`config.mk`:
```
export PLATFORM = sky130hd
export DESIGN_NAME = flash_protect_autoboot_cfg
export DESIGN_NICKNAME = d
export VERILOG_FILES = /design/src/rtl/flash_protect_pkg.sv /design/src/rtl/region_decode.sv /design/src/rtl/flash_protect_autoboot_cfg.sv
export SDC_FILE = /design/constraint.sdc
export NUM_CORES = 1
export LEC_CHECK = 0
export ABC_AREA = 1
export BUFFER_PORTS_ARGS = -buffer_cell sky130_fd_sc_hd__buf_2
export CAP_MARGIN = 30
export CORE_ASPECT_RATIO = 0.6
export CORE_UTILIZATION = 28
export CTS_CLUSTER_SIZE = 25
export DETAILED_ROUTE_END_ITERATION = 12
export GPL_ROUTABILITY_DRIVEN = 0
export PLACE_DENSITY = 0.46
export SLEW_MARGIN = 40
export SYNTH_ARGS = -nofsm -noshare
export SYNTH_HDL_FRONTEND = slang
export SYNTH_HIERARCHICAL = 1
export SYNTH_SLANG_ARGS = --single-unit
```
`constraint.sdc`:
```
create_clock -name clk_i -period 7.5 [get_ports clk_i]
set_clock_uncertainty 0.2 [all_clocks]
set_input_delay 0.75 -clock clk_i [delete_from_list [all_inputs] [get_ports clk_i]]
set_output_delay 0.75 -clock clk_i [all_outputs]
set_load 0.02 [all_outputs]
```
`src/rtl/flash_protect_pkg.sv`:
```
// constants for the flash protection and boot configuration block
package flash_protect_pkg;

  // ==========================================================================
  // register map (byte addresses)
  // ==========================================================================
  localparam logic [7:0] boot_config_addr  = 8'h00;
  localparam logic [7:0] status_addr       = 8'h04;
  localparam logic [7:0] command_addr      = 8'h08;
  localparam logic [7:0] cmd_result_addr   = 8'h0c;
  localparam logic [7:0] array_addr_addr   = 8'h10;

  // ==========================================================================
  // boot configuration fields
  // ==========================================================================
  localparam int boot_addr_lsb  = 5;
  localparam int boot_addr_msb  = 23;
  localparam int boot_delay_lsb = 1;
  localparam int boot_delay_msb = 4;
  localparam int boot_enable_pos = 0;
  localparam logic [31:0] boot_config_reset = 32'h0000_0000;
  localparam logic [31:0] boot_config_mask  = 32'h00ff_ffff;
  localparam logic [3:0] fast_read_dummy  = 4'h8;
  localparam logic [3:0] quad_io_dummy    = 4'h6;

  // ==========================================================================
  // status register fields
  // ==========================================================================
  localparam int wip_pos        = 0;
  localparam int wel_pos        = 1;
  localparam int bp_lsb         = 2;
  localparam int bp_msb         = 5;
  localparam int quad_en_pos    = 6;
  localparam int status_lock_pos = 7;
  localparam logic [7:0] status_reset     = 8'h00;
  localparam logic [7:0] status_protected_mask = 8'hfc;

  // ==========================================================================
  // commands
  // ==========================================================================
  localparam logic [7:0] write_enable_cmd  = 8'h06;
  localparam logic [7:0] write_disable_cmd = 8'h04;
  localparam logic [7:0] write_status_cmd  = 8'h01;
  localparam logic [7:0] program_cmd       = 8'h02;
  localparam logic [7:0] erase_cmd         = 8'h20;
  localparam logic [7:0] chip_erase_cmd    = 8'hc7;
  localparam logic [7:0] boot_write_cmd    = 8'h65;

  // result codes
  localparam logic [1:0] res_done      = 2'h1;
  localparam logic [1:0] res_no_wel    = 2'h2;
  localparam logic [1:0] res_protected = 2'h3;

  localparam int array_addr_w = 22;

endpackage : flash_protect_pkg

```
`src/rtl/region_decode.sv`:
```
// block protect decoder: is an array address inside the protected region
`timescale 1ns/100ps
module region_decode (
  input  wire logic [3:0]  bp_i,
  input  wire logic [21:0] addr_i,
  output logic             hit_o
);
  // ==========================================================================
  // top-down protection, each step up to 7 doubles the protected size; 8 and up protect the whole array
  // ==========================================================================
  logic [4:0]  shift_w;
  logic [21:0] limit_w;
  assign shift_w = (bp_i >= 4'h8) ? 5'h16 : {1'b0, bp_i} + 5'h0d;
  assign limit_w = (bp_i >= 4'h8) ? 22'h0 :
                   22'h3fffff - ((22'h1 << shift_w) - 22'h1);
  assign hit_o = (bp_i != 4'h0) && (addr_i >= limit_w);
endmodule : region_decode

```
`src/rtl/flash_protect_autoboot_cfg.sv`:
```
// write protection and boot configuration for a serial flash device
// Notes on behaviour
// RULE1 - boot start address sits in config bits 23:5, 32-byte aligned, resets zero
// RULE2 - boot delay bits 4:1; zero gives 8 or 6 cycles by quad enable
// RULE3 - boot output enabled only when config bit 0 is one
// RULE4 - status protected only when lock bit set and lock pin low
// RULE5 - pin protection covers block protect, lock and quad enable bits
// RULE6 - program, erase and register writes need the write enable latch set
// RULE7 - block protect bits guard part or all of the array
// RULE8 - protected status write is discarded quietly; later commands still work
//
// The APB slave port and the placing of the registers were chosen for this implementation.
`timescale 1ns/100ps
module flash_protect_autoboot_cfg (
  input  wire logic        clk_i,
  input  wire logic        rst_n_i,
  input  wire logic        psel,
  input  wire logic        penable,
  input  wire logic        pwrite,
  input  wire logic [7:0]  paddr,
  input  wire logic [31:0] pwdata,
  output logic [31:0]      prdata,
  output logic             pready,
  output logic             pslverr,
  input  wire logic        hw_lock_n_i,
  output logic             boot_enable_o,
  output logic [23:0]      boot_start_address_o,
  output logic [3:0]       boot_delay_cycles_o,
  output logic             array_write_o,
  output logic             array_erase_o,
  output logic [21:0]      array_addr_o
);

  // ==========================================================================
  // state
  // ==========================================================================
  logic [31:0] boot_config_reg_q;
  logic [7:0]  status_q;
  logic [1:0]  result_q;
  logic [21:0] array_addr_q;
  logic        array_write_q;
  logic        array_erase_q;

  // ==========================================================================
  // bus decode
  // ==========================================================================
  function automatic logic hit(input logic [7:0] a, input logic [7:0] b);
    hit = (a == b);
  endfunction : hit

  logic wr_w;
  logic rd_hit_w;
  logic wr_cfg_w;
  logic wr_cmd_w;
  logic wr_addr_w;
  assign wr_w = psel && penable && pwrite;
  assign wr_cfg_w  = wr_w && hit(paddr, flash_protect_pkg::boot_config_addr);
  assign wr_cmd_w  = wr_w && hit(paddr, flash_protect_pkg::command_addr);
  assign wr_addr_w = wr_w && hit(paddr, flash_protect_pkg::array_addr_addr);
  assign rd_hit_w = hit(paddr, flash_protect_pkg::boot_config_addr) ||
                    hit(paddr, flash_protect_pkg::status_addr) ||
                    hit(paddr, flash_protect_pkg::command_addr) ||
                    hit(paddr, flash_protect_pkg::cmd_result_addr) ||
                    hit(paddr, flash_protect_pkg::array_addr_addr);
  assign pready  = 1'b1;
  assign pslverr = psel && penable && !rd_hit_w;

  // ==========================================================================
  // protection decisions
  // ==========================================================================
  logic       wel_w;
  logic       sr_locked_w;
  logic [3:0] bp_w;
  logic       region_hit_w;
  logic [7:0] cmd_w;
  logic       is_write_w;
  logic       is_array_w;
  logic [7:0] status_new_w;
  assign wel_w = status_q[flash_protect_pkg::wel_pos];
  assign bp_w  = status_q[flash_protect_pkg::bp_msb:flash_protect_pkg::bp_lsb];
  assign sr_locked_w = status_q[flash_protect_pkg::status_lock_pos] &&
                       !hw_lock_n_i; // RULE4
  assign cmd_w = pwdata[7:0];
  assign is_array_w = (cmd_w == flash_protect_pkg::program_cmd) ||
                      (cmd_w == flash_protect_pkg::erase_cmd) ||
                      (cmd_w == flash_protect_pkg::chip_erase_cmd);
  assign is_write_w = is_array_w ||
                      (cmd_w == flash_protect_pkg::write_status_cmd) ||
                      (cmd_w == flash_protect_pkg::boot_write_cmd);

  region_decode u_region (
    .bp_i   (bp_w),
    .addr_i (array_addr_q),
    .hit_o  (region_hit_w)
  );

  logic chip_blocked_w;
  assign chip_blocked_w = (cmd_w == flash_protect_pkg::chip_erase_cmd) &&
                          (bp_w != 4'h0); // RULE7
  // a locked write keeps bits 7:2; either way the latch clears after it
  assign status_new_w = flash_protect_pkg::status_protected_mask &
    (sr_locked_w ? status_q : pwdata[15:8]); // RULE5 RULE8

  // every program, erase and register write is gated by the latch
  logic accept_w;
  assign accept_w = wr_cmd_w && is_write_w && wel_w; // RULE6

  // chip erase is refused as soon as any block is protected
  logic protect_hit_w;
  assign protect_hit_w = is_array_w && (region_hit_w || chip_blocked_w);

  // ==========================================================================
  // registers
  // ==========================================================================
  always_ff @(posedge clk_i) begin
    if (!rst_n_i) begin
      boot_config_reg_q <= flash_protect_pkg::boot_config_reset; // RULE1
    end else if (wr_cfg_w && wel_w) begin
      boot_config_reg_q <= pwdata & flash_protect_pkg::boot_config_mask;
    end else if (accept_w && cmd_w == flash_protect_pkg::boot_write_cmd) begin
      boot_config_reg_q <= {8'h00, pwdata[31:8]} &
                           flash_protect_pkg::boot_config_mask;
    end
  end

  always_ff @(posedge clk_i) begin
    if (!rst_n_i) begin
      array_addr_q <= 22'h0;
    end else if (wr_addr_w) begin
      array_addr_q <= pwdata[21:0];
    end
  end

  always_ff @(posedge clk_i) begin
    if (!rst_n_i) begin
      status_q <= flash_protect_pkg::status_reset;
    end else if (wr_cmd_w && cmd_w == flash_protect_pkg::write_enable_cmd) begin
      status_q[flash_protect_pkg::wel_pos] <= 1'b1;
    end else if (wr_cmd_w && cmd_w == flash_protect_pkg::write_disable_cmd) begin
      status_q[flash_protect_pkg::wel_pos] <= 1'b0;
    end else if (accept_w &&
                 cmd_w == flash_protect_pkg::write_status_cmd) begin
      status_q <= status_new_w;
    end else if (accept_w) begin
      status_q[flash_protect_pkg::wel_pos] <= 1'b0;
    end
  end

  always_ff @(posedge clk_i) begin
    if (!rst_n_i) begin
      result_q      <= 2'h0;
      array_write_q <= 1'b0;
      array_erase_q <= 1'b0;
    end else begin
      array_write_q <= accept_w && !protect_hit_w &&
                       cmd_w == flash_protect_pkg::program_cmd; // RULE7
      array_erase_q <= accept_w && !protect_hit_w &&
                       cmd_w != flash_protect_pkg::program_cmd &&
                       is_array_w; // RULE7
      if (wr_cmd_w && is_write_w) begin
        if (!wel_w) begin
          result_q <= flash_protect_pkg::res_no_wel; // RULE6
        end else if (protect_hit_w ||
                     (cmd_w == flash_protect_pkg::write_status_cmd &&
                      sr_locked_w)) begin
          result_q <= flash_protect_pkg::res_protected; // RULE8
        end else begin
          result_q <= flash_protect_pkg::res_done;
        end
      end
    end
  end

  // ==========================================================================
  // boot outputs
  // ==========================================================================
  logic [3:0] delay_field_w;
  assign delay_field_w = boot_config_reg_q[flash_protect_pkg::boot_delay_msb:
                                           flash_protect_pkg::boot_delay_lsb];
  assign boot_enable_o =
    boot_config_reg_q[flash_protect_pkg::boot_enable_pos]; // RULE3
  assign boot_start_address_o =
    {boot_config_reg_q[flash_protect_pkg::boot_addr_msb:
                       flash_protect_pkg::boot_addr_lsb], 5'h00}; // RULE1
  assign boot_delay_cycles_o =
    (delay_field_w != 4'h0) ? delay_field_w :
    (status_q[flash_protect_pkg::quad_en_pos] ?
     flash_protect_pkg::quad_io_dummy :
     flash_protect_pkg::fast_read_dummy); // RULE2
  assign array_write_o = array_write_q;
  assign array_erase_o = array_erase_q;
  assign array_addr_o  = array_addr_q;

  // ==========================================================================
  // read mux
  // ==========================================================================
  // read data is captured in the setup cycle so that prdata comes from a
  // flop; a write always completes at least one edge before the next setup
  logic [31:0] rdata_w;
  logic [31:0] prdata_q;
  logic        setup_w;
  assign setup_w = psel && !penable;

  always_comb begin
    rdata_w = 32'h0000_0000;
    if (hit(paddr, flash_protect_pkg::boot_config_addr)) begin
      rdata_w = boot_config_reg_q;
    end else if (hit(paddr, flash_protect_pkg::status_addr)) begin
      rdata_w = {24'h0, status_q};
    end else if (hit(paddr, flash_protect_pkg::cmd_result_addr)) begin
      rdata_w = {30'h0, result_q};
    end else if (hit(paddr, flash_protect_pkg::array_addr_addr)) begin
      rdata_w = {10'h0, array_addr_q};
    end
  end

  always_ff @(posedge clk_i) begin
    if (!rst_n_i) begin
      prdata_q <= 32'h0000_0000;
    end else if (setup_w) begin
      prdata_q <= rdata_w;
    end
  end
  assign prdata = prdata_q;

endmodule : flash_protect_autoboot_cfg

```
======== Yosys cells after proc, flatten, opt, wreduce, memory -nomap -nowiden ========
Cells that the tools add are included.
word-level totals
  logic and storage cells ................. 88
  input bits .............................. 46
  bits in registers ....................... 89
operators by class
  bitwise operators ....................... 3
  shift-type cells ........................ 1
  eq/ne operators ......................... 12
  muxes and demuxes ....................... 16
  reductions and logical operators ........ 43
  $add $sub $neg .......................... 3
  magnitude comparators ................... 2
operators by type and width
  cell                      count
  $mux W22                  4
  $mux W24                  3
  $eq A8 B3 Y1 const B      3
  $logic_and A1 B1 Y1       23
  $ge A22 B22 Y1            1
  $shl A1 B5 Y22 const A    1
  $sub A22 B1 Y22 const B   1
  $sub A22 B22 Y22 const A  1
  $eq A8 B4 Y1 const B      2
  $reduce_bool A4 Y1        3
  $logic_or A1 B1 Y1        10
  $eq A8 B1 Y1 const B      1
  $eq A8 B2 Y1 const B      1
  $eq A8 B5 Y1 const B      1
  $eq A8 B6 Y1 const B      1
  $eq A8 B7 Y1 const B      1
  $eq A8 B8 Y1 const B      1
  $logic_not A8 Y1          1
  $mux W4                   2
  $ne A8 B2 Y1 const B      1
  $add A4 B4 Y5 const B     1
  $mux W5                   1
  $ge A4 B4 Y1 const B      1
  $logic_not A1 Y1          4
  other kinds (5)           11

======== Logic depth before layout (Yosys ltp) ========
  depth after elaboration ................. 14
  mapped depth ............................ 27

======== Hierarchy ========
Netlist, hierarchy kept.
by module, submodules not included
  module                      area each (sq um)  instances  cells each  sequential area each (sq um)
  flash_protect_autoboot_cfg  4267.8             1          609         1621.6
  region_decode               1037.2             1          172         0.0

======== Worst setup path before layout ========
OpenSTA, ideal clock, no wires.
  path kind ............................... reg2reg
  start ................................... register status_q[2]
  end ..................................... register result_q[1]
  library setup time ...................... 70 ps
  cell stages (with the launch flop) ...... 24
  data required time ...................... 7230 ps
  buffers on the path ..................... 0
  arrival time ............................ 2551 ps
  slack ................................... 4678 ps
  period minus slack after synthesis ...... 2822 ps
  cell sequence ........................... dfxtp_1 inv_1 ha_1 nor2_2 nand3_2 nor3_2 inv_1 nand2_1 nand3_1 ha_1 nand2_1 nor2_1 nand2_1 nor2_1 nand2_1 nand4_1 nand2_1 inv_1 inv_1 nand2_1 nand2_1 nand3_1 nand2_1 a21oi_1
on the way
  word-level cells in the longest chain between the ends .. 13
  elaborated cells on any way between the ends .. 16
ends and longest elaborated chain
  item                                                  line                                      text
  from (decl)                                           flash_protect_autoboot_cfg.sv:38          logic [7:0] status_q;
  from (signal assigned)                                flash_protect_autoboot_cfg.sv:136         status_q <= flash_protect_pkg::status_reset;
  from (signal assigned)                                flash_protect_autoboot_cfg.sv:143         status_q <= status_new_w;
  $add A4 B4 Y5 / $ge A4 B4 Y1 (equally long branches)  region_decode.sv:13, region_decode.sv:14
  $mux W5                                               region_decode.sv:13                       assign shift_w = (bp_i >= 4'h8) ? 5'h16 : {1'b0, bp_i} + 5'h0d;
  $shl A1 B5 Y22                                        region_decode.sv:15                       22'h3fffff - ((22'h1 << shift_w) - 22'h1);
  $sub A22 B1 Y22                                       region_decode.sv:15
  $sub A22 B22 Y22                                      region_decode.sv:15
  $mux W22                                              region_decode.sv:14                       assign limit_w = (bp_i >= 4'h8) ? 22'h0 :
  $ge A22 B22 Y1                                        region_decode.sv:16                       assign hit_o = (bp_i != 4'h0) && (addr_i >= limit_w);
  $logic_and A1 B1 Y1 (*)                               region_decode.sv:16
  via region_hit_w                                      flash_protect_autoboot_cfg.sv:74          logic region_hit_w;
  $logic_or A1 B1 Y1 (*)                                flash_protect_autoboot_cfg.sv:110         assign protect_hit_w = is_array_w && (region_hit_w || chip_blocked_w);
  $logic_and A1 B1 Y1 (*)                               flash_protect_autoboot_cfg.sv:110
  $logic_or A1 B1 Y1 (*)                                flash_protect_autoboot_cfg.sv:163         end else if (protect_hit_w ||
  $mux W2 (*)                                           flash_protect_autoboot_cfg.sv:163
  $mux W2 (*)                                           flash_protect_autoboot_cfg.sv:161         if (!wel_w) begin
  to (signal assigned)                                  flash_protect_autoboot_cfg.sv:162         result_q <= flash_protect_pkg::res_no_wel;
  to (signal assigned)                                  flash_protect_autoboot_cfg.sv:166         result_q <= flash_protect_pkg::res_protected;
  to (signal assigned)                                  flash_protect_autoboot_cfg.sv:168         result_q <= flash_protect_pkg::res_done;
  to (decl)                                             flash_protect_autoboot_cfg.sv:39          logic [1:0] result_q;
Mark *: on every way through the listed nets, which the timed path passes. The rest lies on a longest branch.
A chain may end at the register's enable or synchronous reset.

======== Worst setup path after layout ========
Same ends and word-level chain as after synthesis.

==> results_dict.tcl <==
set metrics [dict create \
    status "complete, but fails checks" \
    violations "DRC" \
    synth_xor_area_frac 0 \
    syn_inst 781 \
    grt_antenna_before_repair 1 \
    ctsResizeCount 0 \
    grt_pass1_vias 4681 \
    grt_start_max_net_pins 49 \
    drive_gt1_frac 0.222 \
    r2r_cells 23 \
    numCtsBuffers 9 \
    holdPathEnd "prdata[2]" \
    tightest_slew_ns 0.638 \
    grt_pass1_wl_mm 27.8 \
    period_needed_ns 3.45 \
    async_reset_ff_frac 0 \
    min_from "prdata[2]" \
    wl_per_cell_um 16.3 \
    core_area_mm2 0.0183 \
    synth_area_leader_cell "dfxtp_1" \
    cp-end-kind "flop" \
    tns_ns 0 \
    cts_setup_buffers 0 \
    synth_compound_area_frac 0.162 \
    crit_required_ns 7.51 \
    yosysMostFrequentCell "nand2_1" \
    timing.slew.headroom 0.574 \
    dpl_cell_area_mm2 0.00586 \
    dr_total_vias 5179 \
    yosys-top-cells-count "203 x nand2_1, 81 x dfxtp_1, 77 x inv_1, 67 x nor2_1, 51 x a21oi_1" \
    seq_power_share 0.417 \
    fillers 2037 \
    crit_fanout 7 \
    finalWirelength_mm 18.0 \
    yosys.area.top_type_share 0.306 \
    synthToLayoutAreaGrowth_pct 17.0 \
    r2r_slack_ns 4.05 \
    setup_viol_count_final 0 \
    cellInternalPower_uw 790 \
    min_path_cells 2 \
    critical_path_class "reg2reg" \
    cts_root_buffer "clkbuf_16" \
    postCtsHoldBufs 0 \
    grt_usage 0.188 \
    clkTransAtPathRegs_ns 0.07 \
    ir_drop_mv 0.102 \
    hpwlAfterDp_mm 13.7 \
    seq_area_frac_synth 0.306 \
    r2r-end "result_q[1]" \
    grt-ovfl-total 0 \
    p_switching_uw 260 \
    drt-pass1-iter-count 9 \
    portBuffers 118 \
    synth_edf_count 0 \
    die_x_um 180 \
    rsz0062_at_grt "no" \
    netlist_area_mm2 0.00531 \
    rows 38 \
    p_comb_frac 0.092 \
    drc 10 \
    fin_area_mm2 0.00621 \
    die_area_mm2 0.0195 \
    die-height_um 109 \
    drv_slew 0 \
    cp-start-kind "flop" \
    synth.area.top_cells "dfxtp_1 31%, nand2_1 14%, ha_1 5.9%, inv_1 5.4%, a21oi_1 4.8%" \
    cts_max_path_buffers 2 \
    yosys.area_share.simple 0.323 \
    worstSkewPairLatency_ns 0.35 \
    pwr-share-clk 0.491 \
    viasPerCell 4.69 \
    synthAdderAreaFrac 0.0590 \
    hold_viol_final 0 \
    power_per_cell_area_mw_per_mm2 169 \
    avgSynthCellArea_um2 6.79 \
    yosys_warnings 6 \
    synth_ff_type "dfxtp_1" \
    synthMuxAreaShare 0 \
    switching_share 0.248 \
    p_leak_nw 3.08 \
    final.period_utilization 0.461 \
    io_pins 133 \
    cts_sinks 81 \
    cts-htree-levels 3 \
    cts_tree "done" \
    ys_seq_elements 81 \
    hold_path.class "reg2reg" \
    ant_nets 0 \
    drtIter0Drc 426 \
    nNetsFinal 931 \
    antenna_cells 0 \
    synth.distinct_cells 41 \
    start_util 0.290 \
    synth_top_family_by_area "simple AND/OR/NAND/NOR gates" \
    reg2reg_from "status_q[2]" \
    max_cap_viol_count 0 \
    fmaxAchievable_mhz 289 \
    arrival_ns 3.47 \
]
[cells by family (layout without fill, tap and decap cells)]
kind of cell,after synthesis,after routing
AND/OR/NAND/NOR,366,366
buffers and inverters,163,233
AO/OA/AOI/OAI,142,142
flip-flops,81,81
adder cells (fa/ha/maj),25,25
other,4,18
[critical path, cell delays in order (launching register included)]
cell,delay (ns)
dfxtp_1,0.46
inv_1,0.07
ha_1,0.31
nor2_2,0.28
nand3_2,0.17
inv_2,0.10
nand2_2,0.05
nand2_1,0.08
nand3_1,0.08
ha_1,0.28
nand2_1,0.14
inv_1,0.06
nand2_1,0.06
nand3_1,0.15
nand2_1,0.10
nand4_1,0.15
nand2_1,0.11
inv_1,0.05
inv_1,0.05
nand2_1,0.05
nand2_1,0.08
nand3_1,0.09
nand2_1,0.10
a21oi_1,0.06
[registers in the layout, indices dropped and copies added (netlist names)]
register / count
boot_config_reg_q: 24
prdata: 24
array_addr_o: 22
status_q: 7
result_q: 2
array_erase_o: 1
array_write_o: 1
[metal layers]
metal	up-vias	track usage	wire (um)
met4	0	0.0413	154
li1	2655	-	-
met5	-	0	0
met1	2339	0.287	9670
met3	15	0.0371	1120
met2	170	0.267	7070
[power groups by stage]
stage	clock network (mW)	registers (mW)	logic [mW]
floorplan	0	0.454	0.0569
global placement	0	0.447	0.0964
detailed placement	0	0.447	0.0954
CTS	0.524	0.438	0.0958
global route	0.540	0.438	0.107
finish	0.516	0.438	0.0963
[per-stage QoR]
step	worst slack, ns	instances	total power [mW]	hold WS, ns	utilization
after CTS	4.13	1105	1.06	0.266	0.339
after global placement	4.12	1089	0.544	0.256	0.320
after global routing	3.82	1105	1.09	0.282	0.339
after detailed placement	4.09	1089	0.543	0.257	0.320
final	4.05	1105	1.05	0.260	0.339
after floorplan	4.68	795	0.511	0.244	-
[cells in the final DEF, fill, tap and decap left out, types with 5 or more instances in the layout]
cell type / n
a31o_1: 11
o21ai_0: 17
nand2_1: 203
conb_1: 18
a211oi_1: 22
dfxtp_1: 81
inv_1: 76
clkbuf_16: 9
nor3_1: 11
o21ai_1: 23
ha_1: 25
buf_2: 118
inv_2: 17
nand3_1: 44
nor2_1: 66
o211ai_1: 6
nor2_2: 8
nand2_4: 5
a21oi_1: 51
nand4_1: 9
[layout make-up]
cell class / count / area, um2 / area share
tap: 240 / 300 / 0.0484
inverter: 96 / 368 / 0.0593
clock buffer: 9 / 225 / 0.0363
clock inverter: 7 / 118 / 0.0189
multi-input combinational: 551 / 2960 / 0.477
timing repair buffer: 121 / 613 / 0.0988
sequential: 81 / 1620 / 0.261
[worst max path at each step]
stage                           start              endpoint  slack (ns)  depth (start not counted)
final                     status_q[2]           result_q[1]        4.05                         23
after global routing      status_q[2]           result_q[1]        3.82                         22
after CTS                 status_q[2]           result_q[1]        4.13                         23
after detailed placement     paddr[0]  boot_config_reg_q[9]        4.09                         10
after global placement       paddr[0]  boot_config_reg_q[9]        4.12                         10
after floorplan           status_q[2]           result_q[1]        4.68                         23
(Power assumes the default switching activity.)
